### config.mk
export PLATFORM = sky130hd
export DESIGN_NAME = aiw_irq_wake_ctrl
export DESIGN_NICKNAME = d
export VERILOG_FILES = /design/src/rtl/aiw_pkg.sv /design/src/rtl/aiw_pin_drive.sv /design/src/rtl/aiw_irq_wake_ctrl.sv
export VERILOG_INCLUDE_DIRS = /design/src /design/src/rtl
export SDC_FILE = /design/constraint.sdc
export NUM_CORES = 1
export LEC_CHECK = 0
export ABC_AREA = 1
export ABC_CLOCK_PERIOD_IN_PS = 1400
export BUFFER_PORTS_ARGS = -buffer_cell sky130_fd_sc_hd__buf_2
export CORE_MARGIN = 8
export CORE_UTILIZATION = 49
export CTS_CLUSTER_SIZE = 30
export DETAILED_ROUTE_END_ITERATION = 8
export PLACE_DENSITY = 0.81
export SYNTH_ARGS = -nofsm -noshare
export SYNTH_HDL_FRONTEND = slang
export SYNTH_SLANG_ARGS = --single-unit
### constraint.sdc
create_clock -name mclk -period 1.4 [get_ports mclk]
set_input_delay 0.07 -clock mclk [delete_from_list [all_inputs] [get_ports mclk]]
set_output_delay 0.07 -clock mclk [all_outputs]
set_load 0.01 [all_outputs]
### src/rtl/aiw_regs.svh
`ifndef AIW_REGS_SVH
`define AIW_REGS_SVH

// register offsets (byte addresses on the register port)
`define AIW_OFS_SYS_STATE 8'h14
`define AIW_OFS_IRQ_SRC 8'h15
`define AIW_OFS_WAKE_CFG 8'h3A
`define AIW_OFS_IRQ_EN 8'h3B
`define AIW_OFS_IRQ_ROUTE 8'h3C

// reset values
`define AIW_RST_WAKE_CFG 8'h00
`define AIW_RST_IRQ_EN 8'h00
`define AIW_RST_IRQ_ROUTE 8'h00

// wake_select_and_pin_config fields
`define AIW_BIT_GATE 7
`define AIW_BIT_WAKE_HI 6
`define AIW_BIT_WAKE_LO 2
`define AIW_BIT_LEVEL 1
`define AIW_BIT_DRIVE 0

// source bit positions, shared by enable, routing and source registers
`define AIW_SRC_SLEEP_WAKE 7
`define AIW_SRC_BUFFER 6
`define AIW_SRC_JOLT 5
`define AIW_SRC_ORIENT 4
`define AIW_SRC_PULSE 3
`define AIW_SRC_MOTION_ONE 2
`define AIW_SRC_MOTION_TWO 1
`define AIW_SRC_READY 0

// system state register fields
`define AIW_BIT_GATE_ERR 6
`define AIW_BIT_MODE_LO 0

`endif

### src/rtl/aiw_pkg.sv
package aiw_pkg;
  typedef logic [7:0] aiw_byte_t;
  typedef enum logic [1:0] {
    AIW_MODE_STANDBY,
    AIW_MODE_WAKE,
    AIW_MODE_SLEEP
  } aiw_sys_mode_t;
  typedef enum logic [1:0] {
    AIW_BUF_OPEN,
    AIW_BUF_BLOCKED,
    AIW_BUF_FAULT
  } aiw_gate_state_t;
endpackage

### src/rtl/aiw_pin_drive.sv
`timescale 1ns/10ps
// drives one interrupt pad from a raw "asserted" level, registered
module aiw_pin_drive (
  input wire logic mclk,
  input wire logic rst_n,
  input wire logic asserted,
  input wire logic active_high,
  input wire logic open_drain,
  output logic pin_o,
  output logic pin_oe_n
);
  // ---------------------------------------------------------------
  // pad level
  // ---------------------------------------------------------------
  // reset state: active low level, pad idle high, push-pull driving
  always_ff @(posedge mclk or negedge rst_n) begin
    if (!rst_n) begin
      pin_o <= 1'b1;
      pin_oe_n <= 1'b0;
    end else begin
      pin_o <= asserted ~^ active_high;
      // open drain drives only while asserted, so shared lines can wire-or
      pin_oe_n <= open_drain && !asserted;
    end
  end
endmodule // aiw_pin_drive

### src/rtl/aiw_irq_wake_ctrl.sv
`timescale 1ns/10ps
`include "aiw_regs.svh"
// Function
// - wake-select bit 0 keeps that function from waking; 1 lets it wake
// - polarity bit 0 shows events low, 1 high; resets to 0
// - drive-type 0 push-pull, 1 open drain; resets to 0
// - gate bit 0: flush sample buffer on every wake/sleep transition
// - gate bit 1: transition blocks buffer input until host empties it
// - gate set and buffer not emptied by next sample raises gate error
// - emptying the buffer clears gate error and resumes acceptance
// - enable register gates each source flag; all reset disabled
// - routing bit 0 selects second pin, 1 first; resets 0
// - enabled sources drive their selected pin; many may share one
// - auto-sleep active and enabled: interrupt on each sleep/wake change
// - buffer, sleep/wake and ready sources never wake the device
// - control register: gate, five wake bits, polarity, drive type
module aiw_irq_wake_ctrl (
  input wire logic mclk,
  input wire logic rst_n,
  // register port
  input wire logic reg_wr,
  input wire logic reg_rd,
  input wire aiw_pkg::aiw_byte_t reg_addr,
  input wire aiw_pkg::aiw_byte_t reg_wdata,
  output aiw_pkg::aiw_byte_t reg_rdata,
  // event flags from the detection functions, bit order as source register
  input wire aiw_pkg::aiw_byte_t event_flags,
  input wire logic sleep_wake_ack,
  // system mode controls
  input wire logic auto_sleep_en,
  input wire logic active_mode,
  input wire logic sleep_request,
  // sample buffer status
  input wire logic sample_arrive,
  input wire logic buffer_empty,
  // outputs
  output logic buffer_flush,
  output logic buffer_input_block,
  output logic in_sleep,
  output logic irq_pin_first_o,
  output logic irq_pin_first_oe_n,
  output logic irq_pin_second_o,
  output logic irq_pin_second_oe_n
);
  import aiw_pkg::*;

  // ---------------------------------------------------------------
  // registers
  // ---------------------------------------------------------------
  aiw_byte_t wake_select_and_pin_config_r;
  aiw_byte_t interrupt_source_enable_r;
  aiw_byte_t interrupt_pin_routing_r;
  aiw_sys_mode_t mode_r;
  aiw_sys_mode_t mode_nxt;
  aiw_gate_state_t gate_r;
  logic sleep_wake_flag_r;
  logic transition;
  logic wake_hit;
  aiw_byte_t src_flags;
  aiw_byte_t live;
  logic first_any;
  logic second_any;

  function automatic logic reg_hit(input aiw_byte_t a, input aiw_byte_t ofs);
    return a == ofs;
  endfunction

  // routing bit 1 steers a source to the first pin, 0 to the second
  function automatic logic pin_hit(input aiw_byte_t act, input aiw_byte_t rt,
      input logic first);
    return |(act & (first ? rt : ~rt));
  endfunction

  // ---------------------------------------------------------------
  // configuration registers, one process per register
  // ---------------------------------------------------------------
  always_ff @(posedge mclk or negedge rst_n) begin
    if (!rst_n) begin
      wake_select_and_pin_config_r <= `AIW_RST_WAKE_CFG;
    end else if (reg_wr && reg_hit(reg_addr, `AIW_OFS_WAKE_CFG)) begin
      wake_select_and_pin_config_r <= reg_wdata;
    end
  end

  always_ff @(posedge mclk or negedge rst_n) begin
    if (!rst_n) begin
      interrupt_source_enable_r <= `AIW_RST_IRQ_EN;
    end else if (reg_wr && reg_hit(reg_addr, `AIW_OFS_IRQ_EN)) begin
      interrupt_source_enable_r <= reg_wdata;
    end
  end

  // the source and state registers are read-only; writes to them are lost
  always_ff @(posedge mclk or negedge rst_n) begin
    if (!rst_n) begin
      interrupt_pin_routing_r <= `AIW_RST_IRQ_ROUTE;
    end else if (reg_wr && reg_hit(reg_addr, `AIW_OFS_IRQ_ROUTE)) begin
      interrupt_pin_routing_r <= reg_wdata;
    end
  end

  // ---------------------------------------------------------------
  // wake / sleep state
  // ---------------------------------------------------------------
  // only the five detection functions can wake; buffer, sleep/wake
  // and ready bits are left out of the mask on purpose
  assign wake_hit =
      |(event_flags[`AIW_SRC_JOLT:`AIW_SRC_MOTION_TWO]
      & wake_select_and_pin_config_r[`AIW_BIT_WAKE_HI:`AIW_BIT_WAKE_LO]);

  always_comb begin
    mode_nxt = mode_r;
    case (mode_r)
      AIW_MODE_STANDBY: begin
        if (active_mode) begin
          mode_nxt = AIW_MODE_WAKE;
        end
      end
      AIW_MODE_WAKE: begin
        if (!active_mode) begin
          mode_nxt = AIW_MODE_STANDBY;
        end else if (auto_sleep_en && sleep_request && !wake_hit) begin
          mode_nxt = AIW_MODE_SLEEP;
        end
      end
      AIW_MODE_SLEEP: begin
        if (!active_mode) begin
          mode_nxt = AIW_MODE_STANDBY;
        end else if (wake_hit || !auto_sleep_en) begin
          mode_nxt = AIW_MODE_WAKE;
        end
      end
      default: mode_nxt = AIW_MODE_STANDBY;
    endcase
  end

  assign transition = (mode_r == AIW_MODE_WAKE && mode_nxt == AIW_MODE_SLEEP)
      || (mode_r == AIW_MODE_SLEEP && mode_nxt == AIW_MODE_WAKE);

  always_ff @(posedge mclk or negedge rst_n) begin
    if (!rst_n) begin
      mode_r <= AIW_MODE_STANDBY;
      in_sleep <= 1'b0;
    end else begin
      mode_r <= mode_nxt;
      in_sleep <= mode_nxt == AIW_MODE_SLEEP;
    end
  end

  // ---------------------------------------------------------------
  // sleep/wake event flag
  // ---------------------------------------------------------------
  // set wins over the host acknowledge in the same cycle
  always_ff @(posedge mclk or negedge rst_n) begin
    if (!rst_n) begin
      sleep_wake_flag_r <= 1'b0;
    end else if (transition && auto_sleep_en) begin
      sleep_wake_flag_r <= 1'b1;
    end else if (sleep_wake_ack) begin
      sleep_wake_flag_r <= 1'b0;
    end
  end

  // ---------------------------------------------------------------
  // buffer gate
  // ---------------------------------------------------------------
  always_ff @(posedge mclk or negedge rst_n) begin
    if (!rst_n) begin
      buffer_flush <= 1'b0;
    end else begin
      buffer_flush <= transition
          && !wake_select_and_pin_config_r[`AIW_BIT_GATE];
    end
  end

  // block is set beside the state so the output comes from a flip-flop;
  // it stays high in both blocked states and arriving samples are dropped
  always_ff @(posedge mclk or negedge rst_n) begin
    if (!rst_n) begin
      gate_r <= AIW_BUF_OPEN;
      buffer_input_block <= 1'b0;
    end else begin
      case (gate_r)
        AIW_BUF_OPEN: begin
          if (transition && wake_select_and_pin_config_r[`AIW_BIT_GATE]
              && !buffer_empty) begin
            gate_r <= AIW_BUF_BLOCKED;
            buffer_input_block <= 1'b1;
          end
        end
        AIW_BUF_BLOCKED: begin
          if (buffer_empty) begin
            gate_r <= AIW_BUF_OPEN;
            buffer_input_block <= 1'b0;
          end else if (sample_arrive) begin
            gate_r <= AIW_BUF_FAULT;
          end
        end
        AIW_BUF_FAULT: begin
          if (buffer_empty) begin
            gate_r <= AIW_BUF_OPEN;
            buffer_input_block <= 1'b0;
          end
        end
        default: begin
          gate_r <= AIW_BUF_OPEN;
          buffer_input_block <= 1'b0;
        end
      endcase
    end
  end

  // ---------------------------------------------------------------
  // interrupt routing
  // ---------------------------------------------------------------
  always_comb begin
    src_flags = event_flags;
    src_flags[`AIW_SRC_SLEEP_WAKE] = sleep_wake_flag_r;
  end

  assign live = src_flags & interrupt_source_enable_r;
  assign first_any = pin_hit(live, interrupt_pin_routing_r,
      1'b1);
  assign second_any = pin_hit(live, interrupt_pin_routing_r,
      1'b0);

  aiw_pin_drive u_pin_first (
    .mclk(mclk),
    .rst_n(rst_n),
    .asserted(first_any),
    .active_high(wake_select_and_pin_config_r[`AIW_BIT_LEVEL]),
    .open_drain(wake_select_and_pin_config_r[`AIW_BIT_DRIVE]),
    .pin_o(irq_pin_first_o),
    .pin_oe_n(irq_pin_first_oe_n)
  );

  aiw_pin_drive u_pin_second (
    .mclk(mclk),
    .rst_n(rst_n),
    .asserted(second_any),
    .active_high(wake_select_and_pin_config_r[`AIW_BIT_LEVEL]),
    .open_drain(wake_select_and_pin_config_r[`AIW_BIT_DRIVE]),
    .pin_o(irq_pin_second_o),
    .pin_oe_n(irq_pin_second_oe_n)
  );

  // ---------------------------------------------------------------
  // read port
  // ---------------------------------------------------------------
  // registered read data; unmapped addresses read zero
  always_ff @(posedge mclk or negedge rst_n) begin
    if (!rst_n) begin
      reg_rdata <= 8'h00;
    end else if (reg_rd) begin
      case (reg_addr)
        `AIW_OFS_SYS_STATE: begin
          reg_rdata <= {1'b0, gate_r == AIW_BUF_FAULT, 4'h0,
                        mode_r};
        end
        `AIW_OFS_IRQ_SRC: reg_rdata <= src_flags;
        `AIW_OFS_WAKE_CFG: reg_rdata <= wake_select_and_pin_config_r;
        `AIW_OFS_IRQ_EN: reg_rdata <= interrupt_source_enable_r;
        `AIW_OFS_IRQ_ROUTE: reg_rdata <= interrupt_pin_routing_r;
        default: reg_rdata <= 8'h00;
      endcase
    end
  end
endmodule // aiw_irq_wake_ctrl

Word-level counts from Yosys, hierarchy flattened. Index checks and enable logic that the tools add are counted.

Flip-flop bits (word level): 44. Input port bits: 34.

Bitwise operators: 7. Reductions and logical operators: 30. Muxes and demuxes: 17. Equality and inequality tests: 15.

Operators with widths (count): case mux 8 bit (5 select lines) (1); AND 8 bit (3); == test 8 x 6 -> 1 bit (second input constant) (3); two-way mux 2 bit (9); == test 8 x 5 -> 1 bit (second input constant) (2); OR reduction 8 bit (2); logical AND 1 bit (13); case mux 2 bit (3 select lines) (2); NOT 8 bit (1); == test 2 x 1 -> 1 bit (second input constant) (3); == test 2 bit (second input constant) (3); zero test 1 bit (6); AND 5 bit (1); OR reduction 5 bit (1); zero test 2 bit (2); two-way mux 1 bit (4); inequality test 2 bit (second input constant) (2); inequality test 3 bit (second input constant) (1); AND reduction 3 bit (1); logical OR 1 bit (2); inequality test 2 x 1 -> 1 bit (second input constant) (1); case mux 1 bit (2 select lines) (1); AND reduction 2 bit (1); nonzero test 2 bit (1); 2 further kinds (3).

Logic depth before layout (Yosys ltp). Gate-level depths: netlist of run 1.

Word-level depth: 14. Depth in mapped cells: 11. Mapped depth without buffers: 11.

Modules after synthesis. A second synthesis of run 1 with hierarchy kept.

Cell total of the unflattened synthesis: 284. Area total of the unflattened synthesis: 2376.0 um^2.

By module, submodules not included: aiw_irq_wake_ctrl (area each 2220.9 um^2, times used 1, cells an instance 266); aiw_pin_drive (area each 77.6 um^2, times used 2, cells an instance 9).

Least setup slack after synthesis of run 1. No wires, ideal clock.

Kind: reg2reg. Start point: register mode_r[1]. End point: register gate_r[0]. Slack: 0.094 ns. Arrival time: 1.189 ns. Stages on the path, launching flop included: 11. Buffers on the path: 0. Clock period less this slack: 1.306 ns. Cell sequence: dfrtp_1 inv_1 nand2_1 nor2_1 nand4_1 nand2_1 nand2_1 nand2_2 nand2_1 nand2_1 nand2_1.

Cells in the longest elaborated chain, start to end: 10. Elaborated cells between the ends (all ways): 18.

Ends and longest elaborated chain: start: declaration (RTL line aiw_irq_wake_ctrl.sv:53) `aiw_sys_mode_t mode_r;`; start signal: assignment (RTL line aiw_irq_wake_ctrl.sv:145) `mode_r <= mode_nxt;`; two-way mux 2 bit, on equally long branches (RTL line aiw_irq_wake_ctrl.sv:129, aiw_irq_wake_ctrl.sv:122); two-way mux 2 bit, on equally long branches (RTL line aiw_irq_wake_ctrl.sv:127, aiw_irq_wake_ctrl.sv:120); case mux 2 bit (3 select lines) (RTL line aiw_irq_wake_ctrl.sv:113) `case (mode_r)`; == test 2 bit or == test 2 x 1 -> 1 bit (tied branches) (RTL line aiw_irq_wake_ctrl.sv:137, aiw_irq_wake_ctrl.sv:138); logical AND 1 bit, on equally long branches (RTL line aiw_irq_wake_ctrl.sv:137, aiw_irq_wake_ctrl.sv:138); logical OR 1 bit (*) (RTL line aiw_irq_wake_ctrl.sv:138) `|| (mode_r == AIW_MODE_SLEEP && mode_nxt == AIW_MODE_WAKE);`; logical AND 1 bit (*) (2 in a row) (RTL line aiw_irq_wake_ctrl.sv:185) `` if (transition && wake_select_and_pin_config_r[`AIW_BIT_GATE] ``; inequality test 2 bit (no line) (*); AND reduction 3 bit (no line) (*); end signal: assignment (RTL line aiw_irq_wake_ctrl.sv:187) `gate_r <= AIW_BUF_BLOCKED;`; end signal: assignment (RTL line aiw_irq_wake_ctrl.sv:193) `gate_r <= AIW_BUF_OPEN;`; end signal: assignment (RTL line aiw_irq_wake_ctrl.sv:196) `gate_r <= AIW_BUF_FAULT;`; end: declaration (RTL line aiw_irq_wake_ctrl.sv:55) `aiw_gate_state_t gate_r;`.

Mark *: on every way between the ends. The rest lies on a longest branch, timed or not. A chain may end at the register's enable or synchronous reset.

Worst setup path in the final report of run 1.
Start point: register wake_select_and_pin_config_r[6]. End point: register gate_r[1].

Cells in the longest elaborated chain, start to end: 14. Elaborated cells between the ends (all ways): 19.

Ends and longest elaborated chain: start: declaration (RTL line aiw_irq_wake_ctrl.sv:50) `aiw_byte_t wake_select_and_pin_config_r;`; start signal: assignment (RTL line aiw_irq_wake_ctrl.sv:79) `` wake_select_and_pin_config_r <= `AIW_RST_WAKE_CFG; ``; start signal: assignment (RTL line aiw_irq_wake_ctrl.sv:81) `wake_select_and_pin_config_r <= reg_wdata;`; AND 5 bit (*) (RTL line aiw_irq_wake_ctrl.sv:108) `` |(event_flags[`AIW_SRC_JOLT:`AIW_SRC_MOTION_TWO] ``; OR reduction 5 bit (*) (RTL line aiw_irq_wake_ctrl.sv:108); zero test 1 bit (RTL line aiw_irq_wake_ctrl.sv:122) `end else if (auto_sleep_en && sleep_request && !wake_hit) begin`; logical AND 1 bit (RTL line aiw_irq_wake_ctrl.sv:122); two-way mux 2 bit (RTL line aiw_irq_wake_ctrl.sv:122); two-way mux 2 bit (RTL line aiw_irq_wake_ctrl.sv:120) `if (!active_mode) begin`; case mux 2 bit (3 select lines) (*) (RTL line aiw_irq_wake_ctrl.sv:113); == test 2 bit or == test 2 x 1 -> 1 bit (tied branches) (RTL line aiw_irq_wake_ctrl.sv:137, aiw_irq_wake_ctrl.sv:138); logical AND 1 bit, on equally long branches (RTL line aiw_irq_wake_ctrl.sv:137, aiw_irq_wake_ctrl.sv:138); logical OR 1 bit (*) (RTL line aiw_irq_wake_ctrl.sv:138); logical AND 1 bit (*) (2 in a row) (RTL line aiw_irq_wake_ctrl.sv:185); inequality test 2 bit (no line) (*); AND reduction 3 bit (no line) (*).

Marked as above.

==> results.yml, run 1 <==
die:
  start_util_pct: 51.5
  rows: 24
  die_y_um: 84.1
  pin_count: 49
  dieArea_um2: 7080
  die_x_um: 84.1
  core-area_um2: 4410
cts:
  h-tree-depth: 2
  cts_tree: "built"
  cts_inserted_buffers: 5
  post_cts_buffers: 0
  cts_buffer_depth: 2
  clkTransAtPathRegs_ps: 80
  cts.sinks: 44
  clkLatencyLatePin_ps: 290
  cts_root_buf: "clkbuf_8"
setup_path:
  cp_common_cell: "nand2_1"
  cp-end-kind: "register"
  required_ps: 1590
  crit_arrival_ps: 1520
  path_class: "reg -> reg"
  crit_path_start_kind: "register"
  crit_start: "wake_select_and_pin_config_r[6]"
  crit_slowest_cell: "dfrtp_1"
  crit_fanout: 5
  worst_path_largest_cell_delay_ps: 410
  rr_startpoint: "wake_select_and_pin_config_r[6]"
  path_cells: "nand2_1 -> nand2_2 -> nor2_4 -> nand4_1 -> nand2_1 -> nand2_1 -> nand2_2 -> nand2_2 -> nand2_1 -> nand2_1"
detailed_routing:
  first_pass_iters: 4
  drc: 0
  num_vias: 2127
  drt_wl_total_mm: 5.48
  routedWlPerCell_um: 13.6
  ant_nets: 0
  drt-vias-per-instance: 5.28
  drt_iter0_markers: 161
synth:
  synth_top_area_share_pct: 46.2
  ys_ff_latch: 44
  synth_area_leaders: "dfrtp_1 (46%), nand2_1 (11%), o21ai_0 (8.1%)"
  syn_nets: 327
  synth.avg_cell_area_um2: 7.84
  yosysSeqAreaShare_pct: 48.5
  yosys_warnings: 0
  yosysTopAreaCell: "dfrtp_1"
  synthCells: 290
  synth.cell_area_um2: 2270
  yosys.cell_types.count: 25
sta:
  max_slew_margin_pct: 76.3
  max_freq_mhz: 755
  grt_setup_unrepaired: "yes"
  finalHoldViolations: 0
  finalCriticalPeriod_ps: 1320
  period_share_pct: 94.6
  drv_slew: 0
  setup_viol: 0
  finClkSkew_ps: 4.98
  worst_pin_slew_ps: 352
  tns_ps: 0
min_path:
  hp-class: "in -> reg"
  hp-start: "reg_wdata[3]"
power:
  power_leakage_uw: 0.00147
  powerDensity_nw_per_um2: 1060
  vdd_drop_max_v: 0.000637
  power.total_uw: 2910
placement:
  io_buffers: 47
  hpwl_mm: 4.14
  gp_congestion: 0.904
layout:
  mostFrequentLayoutCell: "nand2_1"
  nets: 387
  num_antenna_cells: 0
  layout_common_cells: "nand2_1 (65), buf_2 (47), dfrtp_1 (42)"
  drive_gt1_share_pct: 22.8
  area_delta_synth_final_pct: 20.5
  final_core_util_pct: 62.1
grt:
  grt_first_pass_wirelength_mm: 8.96
  grt_overflow: 0
  first_global_vias: 1999
  grtUsageTotal_pct: 15.3
  grt_max_degree: 45
  antenna_found_initial: 0
outcome:
  run_status: "finished, final reports clean"
job:
  maxCapViolations: 0
-- layout make-up --
class,instances,area [µm²]
clock inverter,1,7.51
inverter,37,139
multi-input combinational,202,990
tap,52,65.1
timing repair buffer,60,350
sequential,44,1100
clock buffer,7,86.3
fill,394,1670
-- worst max-delay path, delay by kind of cell, from the launching register on --
family        cells  cell delay (ps)
flops             1              410
simple gates     10              830
-- sequential cells by signal (all words and copies together), names as in the netlist --
name,cells
gate_r,2
u_pin_first.pin_o,1
mode_r,2
in_sleep,1
wake_select_and_pin_config_r,8
interrupt_source_enable_r,8
interrupt_pin_routing_r,8
reg_rdata,8
u_pin_first.pin_oe_n,1
u_pin_second.pin_o,1
sleep_wake_flag_r,1
buffer_flush,1
buffer_input_block,1
u_pin_second.pin_oe_n,1
-- per-stage QoR --
stage | hold slack [ps] | cell area, µm² | cells | worst slack [ps]
global route | 20.0 | 2740 | 403 | -55.0
finish | 8.49 | 2740 | 403 | 75.1
detailed placement | 64.4 | 2610 | 393 | 35.4
global placement | 62.0 | 2610 | 393 | 61.9
CTS | 8.02 | 2720 | 403 | 29.5
floorplan | -226 | 2270 | 290 | 94.3
-- metal layers --
layer | routed length, µm | GRT usage (%) | part of all wire [%]
met5 | 0 | 0 | 0
met4 | 100 | 5.81 | 1.8
met3 | 402 | 4.06 | 7.3
met2 | 2530 | 24.4 | 46
met1 | 2450 | 19.3 | 45
-- path summary, 6_finish.rpt --
check,to,slack [ps],cells past startpoint
setup / recovery,gate_r[1],80,10
hold / removal,wake_select_and_pin_config_r[3],8,3
setup reg to reg,gate_r[1],80,10
hold reg to reg,buffer_flush,430,1
max in group asynchronous,u_pin_first.pin_o,850,3
min in group asynchronous,gate_r[1],270,3
-- Yosys cell counts --
| library cell | count |
|---|---|
| nand2_1 | 67 |
| dfrtp_1 | 42 |
| o21ai_0 | 37 |
| inv_1 | 35 |
| nand3_1 | 28 |
| nor2_1 | 25 |
| nor3_1 | 12 |
| a21oi_1 | 10 |
| buf_6 | 4 |
| ha_1 | 3 |
| nand4_1 | 3 |
| nor2_4 | 3 |
| o22ai_1 | 3 |
| o31ai_1 | 3 |
| dfstp_2 | 2 |
| inv_2 | 2 |
| nand2_2 | 2 |
| xor2_1 | 2 |
| a31oi_1 | 1 |
| and2_1 | 1 |
| buf_2 | 1 |
| buf_4 | 1 |
| clkbuf_1 | 1 |
| nor2_2 | 1 |
| nor3_2 | 1 |
-- cell families (layout without fill, tap and decap cells) --
group / count (synthesis) / count (layout) / share of synthesized area, %
AOI/OAI and AO/OA: 54 / 54 / 12.4
DFF: 44 / 44 / 48.5
and+or+nand+nor: 143 / 143 / 27.8
xor gates and xnor gates: 2 / 2 / 0.770
adders and majority gates: 3 / 3 / 1.65
buffers and inverters: 44 / 105 / 8.80
-- report_power, final --
group / switching [µW] / leakage (µW) / internal, µW
sequential: 66.0 / 0.000501 / 1400
combinational: 387 / 0.000924 / 240
clock: 419 / 0.0000445 / 401
total: 872 / 0.00147 / 2040
-- what timing repair did --
item                                    in CTS  in global routing
resized for setup                            0                  6
hold endpoints to repair                    45                  0
endpoints found under the setup margin       0                  4
hold buffers                                 2                  0
Note: power is estimated with default switching activity, not from simulation.
==> inputs of run 2 (changes only) <==
- CORE_MARGIN: 8 -> unset
- CTS_CLUSTER_SIZE: 30 -> unset
==> run 2 against run 1 <==
  * Via count increased by 0.80%
  * Global-route usage increased by 7.2 points
  * Core utilization decreased by 0.26 points
  * Register-to-register slack got worse by 30 ps
  * Fmax decreased by 2.0%
  * Non-clock buffer count unchanged
  * Combinational power decreased by 2%
  * Critical path type unchanged
  * Critical endpoint unchanged
  * Largest cell class unchanged
  * Largest power group unchanged
==> results.yml, run 2 (synthesized netlist as in run 1, its figures left out) <==
grt:
  grt_first_pass_wirelength_mm: 8.49
  antenna_found_initial: 0
  first_global_vias: 1846
  grt_overflow: 0
  grtUsageTotal_pct: 22.5
  grt_max_degree: 45
cts:
  cts_root_buf: "clkbuf_8"
  cts_inserted_buffers: 5
  cts.sinks: 44
  cts_tree: "built"
  clkTransAtPathRegs_ps: 80
  cts_buffer_depth: 2
  h-tree-depth: 2
  clkLatencyLatePin_ps: 300
layout:
  num_antenna_cells: 0
  seq_area_um2: 1100
  layout_common_cells: "nand2_1 (64), buf_2 (47), dfrtp_1 (42)"
  n_fill_cell: 413
  drive_gt1_share_pct: 23.1
  fin_cells: 403
  nets: 387
  multi_input_area_um2: 991
  area_delta_synth_final_pct: 20.0
  mostFrequentLayoutCell: "nand2_1"
setup_path:
  r2r_end: "gate_r[1]"
  crit_family: "simple AND/OR/NAND/NOR gates"
  crit_cells: 10
  path_class: "reg -> reg"
  ff2ff_setup_slack_ps: 50
  path_cells: "nand2_1 -> nand2_2 -> nor2_4 -> nand4_1 -> nand2_1 -> nand2_1 -> nand2_2 -> nand2_2 -> nand2_1 -> nand2_1"
  crit_path_start_kind: "register"
  cp-end-kind: "register"
  cp_common_cell: "nand2_1"
  worst_path_largest_cell_delay_ps: 400
  ff2ff_path_depth: 10
  crit_slowest_cell: "dfrtp_1"
  crit_fanout: 5
  crit_start: "wake_select_and_pin_config_r[6]"
  crit_arrival_ps: 1550
  path_buf_inv: 0
  required_ps: 1590
  cp-endpoint: "gate_r[1]"
  rr_startpoint: "wake_select_and_pin_config_r[6]"
detailed_routing:
  drc: 0
  drt_wl_total_mm: 5.29
  drt_iter0_markers: 235
  ant_nets: 0
  num_vias: 2144
  first_pass_iters: 5
  routedWlPerCell_um: 13.1
  drt-vias-per-instance: 5.32
placement:
  hpwl_mm: 3.94
  place_ws_ps: 27.2
  io_buffers: 47
  gp_congestion: 0.898
  dp.cells: 393
sta:
  finalHoldViolations: 0
  max_freq_mhz: 739
  setup_viol: 0
  max_slew_margin_pct: 64.3
  period_share_pct: 96.6
  worst_slack_ps: 47.6
  worst_pin_slew_ps: 535
  finalCriticalPeriod_ps: 1350
  finClkSkew_ps: 7.19
  drv_slew: 0
  grt_setup_unrepaired: "yes"
power:
  seqPwrFrac_pct: 50.5
  switching_share_pct: 29.9
  powerDensity_nw_per_um2: 1060
  power.net_switching_uw: 868
  vdd_drop_max_v: 0.000641
  power.internal_uw: 2030
  power_leakage_uw: 0.00146
  combPwrFrac_pct: 21.2
  clock_power_share_pct: 28.4
die:
  pin_count: 49
  die_y_um: 70.1
  core-area_um2: 4410
  die_x_um: 70.1
  dieArea_um2: 4920
  start_util_pct: 51.5
  rows: 24
min_path:
  hp-class: "in -> reg"
  hp-start: "reg_wdata[3]"
job:
  maxCapViolations: 0
outcome:
  run_status: "finished, final reports clean"
==> run 2: per-stage QoR <==
stage / total power (µW) / utilization, % / TNS, ps / hold WS (ps) / area (µm²)
floorplan: 1860 / - / 0 / -226 / 2270
global placement: 2070 / 58.8 / 0 / 176 / 2600
detailed placement: 2090 / 58.8 / 0 / 176 / 2600
CTS: 2910 / 61.4 / 0 / 4.89 / 2710
global route: 3080 / 61.8 / -235 / 13.7 / 2730
finish: 2900 / 61.8 / 0 / 9.52 / 2730
==> run 2: how the worst min path moves through the flow <==
stage | end | slack (ps) | cells after the start
2_1_floorplan | buffer_flush | -230 | 0
3_3_place_gp | interrupt_source_enable_r[1] | 180 | 2
3_5_place_dp | interrupt_source_enable_r[1] | 180 | 2
4_1_cts | wake_select_and_pin_config_r[6] | 5 | 3
5_1_grt | interrupt_source_enable_r[7] | 10 | 3
6_report | wake_select_and_pin_config_r[3] | 10 | 3
==> run 2: timing repair <==
action,CTS,global route
resized for setup,0,7
hold endpoints to repair,43,0
hold buffers,2,0
setup endpoints to repair,0,4
setup buffers,0,0
==> run 2: layer usage <==
layer	wire [µm]	vias up	share of wire (%)	GRT usage [%]
li1	-	1062	-	-
met1	2380	984	45	31.7
met2	2440	90	46	34.9
met3	375	8	7.1	3.75
met4	94	0	1.8	8.22
met5	0	-	0	0
==> run 2: power by group through the flow <==
stage	sequential, µW	clock, µW	combinational (µW)
2_1_floorplan	1500	0	363
3_3_place_gp	1480	0	581
6_report	1460	823	615
4_1_cts	1460	838	605
3_5_place_dp	1490	0	600
5_1_grt	1480	894	713
==> run 2: cell type report <==
type	count	share of cell area (%)
clock buffers	7	3.16
clock inverters	1	0.275
flip-flops and latches	44	40.4
repair buffers	60	12.4
multi-input cells	202	36.3
inverters	37	5.09
well taps	52	2.38
==> run 2: worst reg2reg max path: cells and delay by family (launching register included) <==
family,cells,cell delay (ps)
flops,1,400
simple gates,10,850
